## src/verilog/bcs_pkg.sv

```systemverilog
// Package for the commutation sequencer: map, codes, timing
package bcs_pkg;
    // Register byte offsets
    localparam logic [7:0] BCS_CTRL_OFS = 8'h00;
    localparam logic [7:0] BCS_STAT_OFS = 8'h04;
    localparam logic [7:0] BCS_TRIP_OFS = 8'h08;
    localparam logic [7:0] BCS_COMM_OFS = 8'h0C;
    // Control field layout and reset value (parked in reset)
    localparam int BCS_CTRL_W = 4;
    localparam logic [3:0] BCS_CTRL_RST = 4'h8;
    // Drive codes per phase pair {hi,lo}: Z=00 L=01 H=10
    localparam logic [5:0] BCS_DRV_S0 = 6'h06;
    localparam logic [5:0] BCS_DRV_S1 = 6'h24;
    localparam logic [5:0] BCS_DRV_S2 = 6'h21;
    localparam logic [5:0] BCS_DRV_S3 = 6'h09;
    localparam logic [5:0] BCS_DRV_S4 = 6'h18;
    localparam logic [5:0] BCS_DRV_S5 = 6'h12;
    localparam logic [5:0] BCS_DRV_BRAKE = 6'h15;
    localparam logic [5:0] BCS_DRV_TEST = 6'h00;
    // Start oscillator period
    localparam int BCS_CLK_MHZ = 100;
    localparam int BCS_START_MS = 500;
    localparam int BCS_START_CYC = BCS_START_MS * 1000 * BCS_CLK_MHZ;

    typedef struct packed {
        logic hi;
        logic lo;
    } bcs_phase_t;

    typedef struct packed {
        logic park;
        logic test;
        logic brake;
        logic dir;
    } bcs_ctrl_t;

    typedef enum logic [1:0] {
        BCS_NORMAL,
        BCS_PARK,
        BCS_TEST,
        BCS_BRAKE
    } bcs_mode_t;

    typedef enum logic [2:0] {
        BCS_ST0,
        BCS_ST1,
        BCS_ST2,
        BCS_ST3,
        BCS_ST4,
        BCS_ST5
    } bcs_step_t;
endpackage : bcs_pkg

```

## src/verilog/bcs_sync.sv

```systemverilog
// Two-flop synchroniser for a group of pin inputs
`timescale 1ns/100ps
module bcs_sync #(
    parameter int W = 1
) (
    // Clock and reset
    input wire logic clk_in,
    input wire logic rst_in,
    // Data
    input wire logic [W-1:0] d_in,
    output logic [W-1:0] q_out
);
    logic [W-1:0] meta_r;
    logic [W-1:0] sync_r;

    always_ff @(posedge clk_in or posedge rst_in)
    begin
        if (rst_in)
        begin
            meta_r <= '0;
            sync_r <= '0;
        end
        else
        begin
            meta_r <= d_in;
            sync_r <= meta_r;
        end
    end

    assign q_out = sync_r;
endmodule : bcs_sync

```

## src/verilog/bcs_sequencer.sv

```systemverilog
// Six-step commutation sequencer with Wishbone registers
`timescale 1ns/100ps
module bcs_sequencer
    import bcs_pkg::*;
#(
    parameter int START_CYCLES = BCS_START_CYC
) (
    // Clock and reset
    input wire logic clk_in,
    input wire logic rst_in,
    // Wishbone slave
    input wire logic wb_cyc_in,
    input wire logic wb_stb_in,
    input wire logic wb_we_in,
    input wire logic [7:0] wb_adr_in,
    input wire logic [3:0] wb_sel_in,
    input wire logic [31:0] wb_dat_in,
    output logic [31:0] wb_dat_out,
    output logic wb_ack_out,
    // Motor side pins
    input wire logic zero_cross_in,
    input wire logic [5:0] therm_hot_in,
    output bcs_phase_t phase_a_out,
    output bcs_phase_t phase_b_out,
    output bcs_phase_t phase_c_out
);
    logic [6:0] pins_s;
    logic zc_s;
    logic [5:0] hot_s;
    logic zc_d_r;
    bcs_ctrl_t ctrl_r;
    bcs_step_t step_r;
    bcs_step_t step_nxt;
    logic [5:0] drive_r;
    logic [5:0] drive_nxt;
    logic [5:0] want;
    logic [5:0] trip_r;
    logic [31:0] cnt_r;
    logic [31:0] comm_cnt_r;
    logic [31:0] rdata;
    logic ack_r;
    logic [31:0] rdat_r;
    bcs_mode_t mode;
    logic req;
    logic wr_ctrl;
    logic wr_trip;
    logic zc_rise;
    logic start_pulse;
    logic comm;

    // Pin synchronisation
    bcs_sync #(.W(7)) u_sync (
        .clk_in(clk_in),
        .rst_in(rst_in),
        .d_in({zero_cross_in, therm_hot_in}),
        .q_out(pins_s)
    );
    assign zc_s = pins_s[6];
    assign hot_s = pins_s[5:0];

    // Mode priority
    assign mode = ctrl_r.brake ? BCS_BRAKE :
                  ctrl_r.test ? BCS_TEST :
                  ctrl_r.park ? BCS_PARK : BCS_NORMAL;

    // Commutation sources
    assign zc_rise = zc_s & ~zc_d_r;
    assign start_pulse = (mode == BCS_NORMAL) &&
                         (cnt_r == 32'(START_CYCLES - 1));
    assign comm = (mode == BCS_NORMAL) && (zc_rise || start_pulse);

    // Step sequencing
    always_comb
    begin
        step_nxt = step_r;
        if (mode == BCS_PARK)
        begin
            step_nxt = ctrl_r.dir ? BCS_ST0 : BCS_ST1;
        end
        else if (comm)
        begin
            case (step_r)
                BCS_ST0: step_nxt = ctrl_r.dir ? BCS_ST1 : BCS_ST5;
                BCS_ST1: step_nxt = ctrl_r.dir ? BCS_ST2 : BCS_ST0;
                BCS_ST2: step_nxt = ctrl_r.dir ? BCS_ST3 : BCS_ST1;
                BCS_ST3: step_nxt = ctrl_r.dir ? BCS_ST4 : BCS_ST2;
                BCS_ST4: step_nxt = ctrl_r.dir ? BCS_ST5 : BCS_ST3;
                BCS_ST5: step_nxt = ctrl_r.dir ? BCS_ST0 : BCS_ST4;
                default: step_nxt = BCS_ST0;
            endcase
        end
    end

    // Demanded transistors
    always_comb
    begin
        case (step_nxt)
            BCS_ST0: want = BCS_DRV_S0;
            BCS_ST1: want = BCS_DRV_S1;
            BCS_ST2: want = BCS_DRV_S2;
            BCS_ST3: want = BCS_DRV_S3;
            BCS_ST4: want = BCS_DRV_S4;
            BCS_ST5: want = BCS_DRV_S5;
            default: want = BCS_DRV_TEST;
        endcase
        if (mode == BCS_BRAKE)
        begin
            want = BCS_DRV_BRAKE;
        end
        else if (mode == BCS_TEST)
        begin
            want = BCS_DRV_TEST;
        end
    end
    assign drive_nxt = want & ~hot_s;

    // Bus decode
    assign req = wb_cyc_in & wb_stb_in & ~ack_r;
    assign wr_ctrl = req & wb_we_in & wb_sel_in[0] &
                     (wb_adr_in == BCS_CTRL_OFS);
    assign wr_trip = req & wb_we_in & wb_sel_in[0] &
                     (wb_adr_in == BCS_TRIP_OFS);
    assign rdata = (wb_adr_in == BCS_CTRL_OFS) ? {28'h0000000, ctrl_r} :
                   (wb_adr_in == BCS_STAT_OFS) ?
                       {20'h00000, mode, drive_r, 1'b0, step_r} :
                   (wb_adr_in == BCS_TRIP_OFS) ? {26'h0, trip_r} :
                   (wb_adr_in == BCS_COMM_OFS) ? comm_cnt_r : 32'h00000000;

    always_ff @(posedge clk_in or posedge rst_in)
    begin
        if (rst_in)
        begin
            ack_r <= 1'b0;
            rdat_r <= 32'h00000000;
            ctrl_r <= BCS_CTRL_RST;
        end
        else
        begin
            ack_r <= req;
            rdat_r <= req ? rdata : 32'h00000000;
            if (wr_ctrl)
                ctrl_r <= wb_dat_in[BCS_CTRL_W-1:0];
        end
    end

    // Sequencer state
    always_ff @(posedge clk_in or posedge rst_in)
    begin
        if (rst_in)
        begin
            zc_d_r <= 1'b0;
            // Park step for the reset direction
            step_r <= BCS_ST1;
            drive_r <= BCS_DRV_TEST;
            cnt_r <= 32'h00000000;
            comm_cnt_r <= 32'h00000000;
            trip_r <= 6'h00;
        end
        else
        begin
            zc_d_r <= zc_s;
            step_r <= step_nxt;
            drive_r <= drive_nxt;
            if (comm || mode != BCS_NORMAL)
                cnt_r <= 32'h00000000;
            else
                cnt_r <= cnt_r + 32'h00000001;
            if (comm)
                comm_cnt_r <= comm_cnt_r + 32'h00000001;
            // Set wins over write-one-to-clear
            trip_r <= (trip_r & ~(wr_trip ? wb_dat_in[5:0] : 6'h00)) |
                      (want & hot_s);
        end
    end

    assign wb_ack_out = ack_r;
    assign wb_dat_out = rdat_r;
    assign phase_a_out = drive_r[5:4];
    assign phase_b_out = drive_r[3:2];
    assign phase_c_out = drive_r[1:0];

    // Checks
    property p_brake;
        @(posedge clk_in) disable iff (rst_in)
        ctrl_r.brake |=> drive_r == (BCS_DRV_BRAKE & ~$past(hot_s));
    endproperty
    a_brake: assert property (p_brake)
        else $error("brake did not pull all phases low");

    property p_prio;
        @(posedge clk_in) disable iff (rst_in)
        ctrl_r.brake || ctrl_r.test || ctrl_r.park |=>
            comm_cnt_r == $past(comm_cnt_r);
    endproperty
    a_prio: assert property (p_prio)
        else $error("commutation outside normal mode");

    property p_test;
        @(posedge clk_in) disable iff (rst_in)
        ctrl_r.test && !ctrl_r.brake |=> drive_r == BCS_DRV_TEST;
    endproperty
    a_test: assert property (p_test)
        else $error("test mode left a transistor on");

    property p_park;
        @(posedge clk_in) disable iff (rst_in)
        mode == BCS_PARK |=>
            step_r == ($past(ctrl_r.dir) ? BCS_ST0 : BCS_ST1);
    endproperty
    a_park: assert property (p_park)
        else $error("park state wrong for direction");

    property p_fwd;
        @(posedge clk_in) disable iff (rst_in)
        comm && ctrl_r.dir && step_r != BCS_ST5 |=>
            step_r == bcs_step_t'($past(step_r) + 3'h1);
    endproperty
    a_fwd: assert property (p_fwd)
        else $error("forward step did not advance by one");

    property p_rev;
        @(posedge clk_in) disable iff (rst_in)
        comm && !ctrl_r.dir && step_r != BCS_ST0 |=>
            step_r == bcs_step_t'($past(step_r) - 3'h1);
    endproperty
    a_rev: assert property (p_rev)
        else $error("reverse step did not go back by one");

    property p_wrap;
        @(posedge clk_in) disable iff (rst_in)
        comm && ctrl_r.dir && step_r == BCS_ST5 |=> step_r == BCS_ST0;
    endproperty
    a_wrap: assert property (p_wrap)
        else $error("sequence did not wrap");

    property p_hot;
        @(posedge clk_in) disable iff (rst_in)
        (want & hot_s) != 6'h00 |=>
            (drive_r & $past(hot_s)) == 6'h00 && trip_r != 6'h00;
    endproperty
    a_hot: assert property (p_hot)
        else $error("hot transistor stayed on");

    property p_cold_off;
        @(posedge clk_in) disable iff (rst_in)
        !wr_trip && trip_r == 6'h00 && (want & hot_s) == 6'h00 |=>
            trip_r == 6'h00;
    endproperty
    a_cold_off: assert property (p_cold_off)
        else $error("sensor of an off transistor was counted");

    property p_osc;
        @(posedge clk_in) disable iff (rst_in)
        comm |=> cnt_r == 32'h00000000 && comm_cnt_r == $past(comm_cnt_r) + 1;
    endproperty
    a_osc: assert property (p_osc)
        else $error("start oscillator not restarted");

    property p_start;
        @(posedge clk_in) disable iff (rst_in)
        start_pulse |=> step_r != $past(step_r);
    endproperty
    a_start: assert property (p_start)
        else $error("start pulse did not advance");
endmodule : bcs_sequencer

```

## config.mk

```make
export PLATFORM = sky130hd
export DESIGN_NAME = bcs_sequencer
export DESIGN_NICKNAME = d
export VERILOG_FILES = /design/src/verilog/bcs_pkg.sv /design/src/verilog/bcs_sync.sv /design/src/verilog/bcs_sequencer.sv
export SDC_FILE = /design/constraint.sdc
export NUM_CORES = 1
export LEC_CHECK = 0
export BUFFER_PORTS_ARGS = -buffer_cell sky130_fd_sc_hd__buf_2
export CORE_MARGIN = 1
export CORE_UTILIZATION = 40
export DETAILED_ROUTE_END_ITERATION = 7
export GPL_ROUTABILITY_DRIVEN = 0
export PLACE_DENSITY = 0.69
export SETUP_SLACK_MARGIN = 0.2
export SYNTH_ARGS = -nofsm -noshare
export SYNTH_HDL_FRONTEND = slang
export SYNTH_HIERARCHICAL = 1
export SYNTH_SLANG_ARGS = --single-unit
```

## constraint.sdc

```tcl
create_clock -name clk_in -period 3.4 [get_ports clk_in]
set_input_delay 0.34 -clock clk_in [delete_from_list [all_inputs] [get_ports clk_in]]
set_output_delay 0.34 -clock clk_in [all_outputs]
set_load 0.005 [all_outputs]
```

### Word level (Yosys, flattened, before mapping)

Index checks and enable logic that the tools add are counted.

| word-level totals | value |
|---|---|
| flip-flop bits (word level) | 131 |
| bits of input ports | 56 |

| cells by class | value |
|---|---|
| add/subtract/negate cells | 2 |
| reductions and logical operators | 9 |
| bitwise logic cells | 15 |
| equality and inequality tests | 17 |
| muxes and demuxes | 23 |

Operators by type and width:

| kind | number |
|---|---|
| 2-to-1 mux 32 bit | 6 |
| adder 32 x 1 -> 32 bit (second input constant) | 2 |
| one-hot mux 6 bit (6 select lines) | 1 |
| == test 32 x 26 -> 1 bit (second input constant) | 1 |
| AND 6 bit | 3 |
| 2-to-1 mux 3 bit | 6 |
| 2-to-1 mux 6 bit | 3 |
| one-hot mux 3 bit (6 select lines) | 1 |
| == test 8 x 4 -> 1 bit (second input constant) | 2 |
| == test 3 x 2 -> 1 bit (second input constant) | 4 |
| == test 3 bit (second input constant) | 4 |
| NOT 6 bit | 2 |
| == test 8 x 3 -> 1 bit (second input constant) | 1 |
| logical NOT 8 bit | 1 |
| 2-to-1 mux 2 bit | 4 |
| AND 1 bit | 7 |
| == test 3 x 1 -> 1 bit (second input constant) | 2 |
| logical NOT 3 bit | 2 |
| OR 6 bit | 1 |
| == test 2 bit (second input constant) | 2 |
| == test 2 x 1 -> 1 bit (second input constant) | 1 |
| logical AND 1 bit | 2 |
| logical NOT 2 bit | 1 |
| logical OR 1 bit | 2 |
| other kinds (3) | 5 |

### Depth between registers and ports, before layout

| depth | value |
|---|---|
| word-level depth | 15 |
| mapped depth | 9 |
| mapped depth without buffers | 9 |

### Cells and area by module

Netlist, hierarchy kept.

Modules (own cells, without submodules):

| module | times used | sequential area each (µm²) | area an instance (µm²) | cells each |
|---|---|---|---|---|
| bcs_sequencer | 1 | 2930.3 | 5251.3 | 487 |
| bcs_sync | 1 | 350.3 | 354.1 | 15 |

### Worst setup path after synthesis

No wires, ideal clock.

| timing | value |
|---|---|
| kind | register to register |
| start | register cnt_r[24] |
| end | register trip_r[2] |
| stages on the path, launching flop included | 9 |
| library setup time | 0.066 ns |
| path buffers | 0 |
| path slack | 1.074 ns |
| data required time | 3.334 ns |
| arrival | 2.260 ns |
| cell sequence | dfrtp_1 nand4bb_1 or4_4 or4_4 a41oi_2 and2_4 inv_2 o31ai_2 a22o_1 |

| between the ends | value |
|---|---|
| word-level cells in the longest chain between the ends | 12 |

RTL lines:

| item | RTL line | RTL |
|---|---|---|
| from (decl) | bcs_sequencer.sv:38 | `logic [31:0] cnt_r;` |
| from (signal assigned) | bcs_sequencer.sv:167 | `cnt_r <= cnt_r + 32'h00000001;` |
| == test 32 x 26 -> 1 bit (*) | bcs_sequencer.sv:69 | `(cnt_r == 32'(START_CYCLES - 1));` |
| logical AND 1 bit (*) | bcs_sequencer.sv:68 | `assign start_pulse = (mode == BCS_NORMAL) &&` |
| logical OR 1 bit (*) | bcs_sequencer.sv:70 | `assign comm = (mode == BCS_NORMAL) && (zc_rise \|\| start_pulse);` |
| logical AND 1 bit (*) | bcs_sequencer.sv:70 |  |
| 2-to-1 mux 3 bit (*) | bcs_sequencer.sv:80 | `else if (comm)` |
| 2-to-1 mux 3 bit (*) | bcs_sequencer.sv:76 | `if (mode == BCS_PARK)` |
| net step_nxt[1] | bcs_sequencer.sv:33 | `bcs_step_t step_nxt;` |
| == test 3 bit, or another cell as far along | bcs_sequencer.sv:97 | `case (step_nxt)` |
| one-hot mux 6 bit (6 select lines) (*) | bcs_sequencer.sv:97 |  |
| 2-to-1 mux 6 bit (*) | bcs_sequencer.sv:110 | `else if (mode == BCS_TEST)` |
| 2-to-1 mux 6 bit (*) | bcs_sequencer.sv:106 | `if (mode == BCS_BRAKE)` |
| AND 6 bit (*) | bcs_sequencer.sv:172 | `(want & hot_s);` |
| OR 6 bit (*) | bcs_sequencer.sv:171 | `trip_r <= (trip_r & ~(wr_trip ? wb_dat_in[5:0] : 6'h00)) \|` |
| to (signal assigned) | bcs_sequencer.sv:171 |  |
| to (decl) | bcs_sequencer.sv:37 | `logic [5:0] trip_r;` |

Mark *: on every way through the listed nets, which the timed path passes. The rest lies on a longest branch.
A chain may end at the register's enable or synchronous reset.

### Final worst setup path

| timing | value |
|---|---|
| start | register cnt_r[24] |
| end | register comm_cnt_r[17] |

| between the ends | value |
|---|---|
| word-level cells in the longest chain between the ends | 4 |

RTL lines:

| item | RTL line | RTL |
|---|---|---|
| == test 32 x 26 -> 1 bit | bcs_sequencer.sv:69 |  |
| logical AND 1 bit | bcs_sequencer.sv:68 |  |
| logical OR 1 bit | bcs_sequencer.sv:70 |  |
| logical AND 1 bit | bcs_sequencer.sv:70 |  |
| to (signal assigned) | bcs_sequencer.sv:169 | `comm_cnt_r <= comm_cnt_r + 32'h00000001;` |
| to (decl) | bcs_sequencer.sv:39 | `logic [31:0] comm_cnt_r;` |

No other way between the ends.

==> out/metrics.cfg <==
[drt]
first_iter_violations=303
ant_nets=0
dr.pass1.iters=5
routedWlPerCell_um=13.9
vias_per_cell=4.95
route.vias.total=3800
finalWirelength_mm=10.7
post-route-drc-count=0

[yosys]
synth.area.top_cells=dfrtp_1 58%, xnor2_1 6.4%, nor2_1 4.8%, xor2_1 3.4%, nand2_1 2.9%
synthTopCellsByCount=129 x dfrtp_1, 71 x nor2_1, 44 x nand2_1
synth_edf_count=0
synth.top_cell.area_share=0.576
avgSynthCellArea_um2=11.2
yosys.area.top_type=dfrtp_1
synthFlopType=dfrtp_1
synth_most_common_cell=dfrtp_1
synth-seq-cells=131
ys_types=54
seq_area_frac_synth=0.585
ys.warnings.count=6
syn_nets=560
synth_area_mm2=0.00561
synth_cells=502
synth-async-reset-ratio=1.00

[grt]
antenna_found_initial=0
grt_pass1_wl_mm=18.5
grt_start_max_net_pins=81
grt_pass1_vias=3821
grt_overflow=0
grt_use_total=0.165

[cts]
htree_levels=4
clockRootBuffer=clkbuf_16
cts_tree=built
clk_pin_slew_worst_paths_ps=50
cts_setup_buffers=0
cts.sinks=131
cts_made_buffers=17
clockBufferDepth=2
clk_latency_ps=410

[place]
dp_hpwl_mm=7.42
port_buffers=65
dp.cells=736
pre_cts_slack_ps=754

[sta]
post-route-period-util=0.774
setup_tns_ps=0
finalHoldViolations=0
relSlewSlack=0.436
setup_violations=0
fin_skew_ps=9.68
rsz0062_at_grt=no
report.final.slew_viol_count=0
fmax_ghz=0.380
fin_hold_ws_ps=33.5
layout_setup_ws_ps=767
tightest_slew_ps=844
min_period_ps=2630

[pwr]
peakVddDrop_mv=0.334
power_frac_clock=0.438
p_sw_frac=0.254
p_comb_frac=0.111
p_per_area_mw_per_mm2=588
power.share.sequential=0.452
internal-power_uw=2960
p_leak_uw=0.00320
switchingPower_uw=1010

[final_layout]
final_nets=638
n_antenna_cell=0
fillers=1223
stdcell_count=768
utilization=0.501
syn_to_final_growth_pct=20.3
layout-drive-gt1-share=0.211

[die]
core.rowCount=42
coreArea_mm2=0.0135
start_util=0.417
die_w_um=120
die_h_um=120
die_area_mm2=0.0145
io-pin-count=95

[critical_path]
worstSetupStartpointType=flip-flop
path_max_fanout=7
path_class=reg -> reg
crit_required_ps=3690
cp-end-kind=flip-flop
cp.arrival_ps=2930

[min_path]
hold_class=in -> reg

[job]
cap_violations=0

[outcome]
outcome=completed

-- state kept, by name, summed over array words and instances (netlist names) --
signal / count
comm_cnt_r: 32
cnt_r: 32
ctrl_r: 4
step_r: 3
wb_dat_out: 32
wb_ack_out: 1
drive_r: 6
zc_d_r: 1
u_sync/q_out: 7
u_sync/meta_r: 7
trip_r: 6
-- repair_timing --
action / in CTS / in global routing
endpoints found under the setup margin: 0 / 0
hold buffers: 1 / 0
resized for setup: 0 / 0
endpoints found under the hold margin: 14 / 0
-- logic make-up after synthesis --
logic type / count (synthesis) / synth area share
XOR/XNOR: 63 / 0.0984
buffers and inverters: 26 / 0.0174
AO/OA/AOI/OAI: 30 / 0.0464
adder cells (fa/ha/maj): 2 / 0.00446
AND/OR/NAND/NOR: 231 / 0.213
flip-flops: 131 / 0.585
multiplexers: 19 / 0.0353
-- cell type report --
class	instances	area, um2	share of cell area
Inverter	14	56.3	0.00835
Timing Repair Buffer	71	385	0.0571
Multi-Input combinational cell	345	2230	0.330
Tap cell	176	220	0.0327
Clock inverter	7	72.6	0.0108
Clock buffer	24	502	0.0744
Sequential cell	131	3280	0.486
-- layout by cell type, fill, tap and decap left out, drive strengths merged, types with 2 or more instances in the layout --
cell      instances
nand2b            5
and4              5
inv              14
o31ai             4
dfstp             2
nor2b             2
nor4             10
and2             25
mux2              6
and3              6
clkbuf           24
nor2             71
xnor2            41
mux2i            13
nand2            45
or2               2
a31oi             2
buf              70
o21ai             4
nor3              8
clkinvlp          3
nand3            22
a22o              2
clkinv            3
a221oi            3
or4               2
nand4            22
a22oi             2
ha                2
xor2             22
a41oi             2
dfrtp           129
a21oi             4
-- through the flow --
| step | instance area (um2) | total power [uW] |
|---|---|---|
| final | 6740 | 3970 |
| after global routing | 6740 | 4140 |
| after CTS | 6740 | 4000 |
| after detailed placement | 6160 | 2250 |
| after global placement | 6160 | 2230 |
| after floorplan | 5610 | 2110 |
-- per-layer routing --
layer,vias up,wire length (um),global-route usage
li1,1864,-,-
met1,1848,4960,0.214
met2,76,5190,0.256
met3,12,387,0.0467
met4,0,148,0.0733
met5,-,0,0
-- path summary, 6_finish.rpt --
check | start | to | slack [ps] | depth (start not counted)
setup reg to reg | cnt_r[24] | comm_cnt_r[17] | 770 | 7
max in group asynchronous | rst_in | comm_cnt_r[20] | 1900 | 4
hold / removal | therm_hot_in[4] | u_sync/meta_r[4] | 30 | 1
setup / recovery | cnt_r[24] | comm_cnt_r[17] | 770 | 7
min in group asynchronous | rst_in | u_sync/meta_r[4] | 530 | 3
hold reg to reg | u_sync/meta_r[6] | u_sync/q_out[6] | 340 | 0
-- power groups by stage --
stage / clock (uW) / combinational, uW / sequential [uW]
detailed placement: 0 / 435 / 1820
global route: 1850 / 488 / 1810
floorplan: 0 / 341 / 1770
global placement: 0 / 422 / 1810
finish: 1730 / 438 / 1790
CTS: 1770 / 441 / 1790
-- critical path, stage by stage (launching register included) --
cell and delay [ps]:
dfrtp_1 410, nand4bb_1 210, or4_4 450, nor4_4 450
nor2_1 240, nor3_2 450, nand3_1 160, xnor2_1 150
Power figures use the tool's default switching activity.
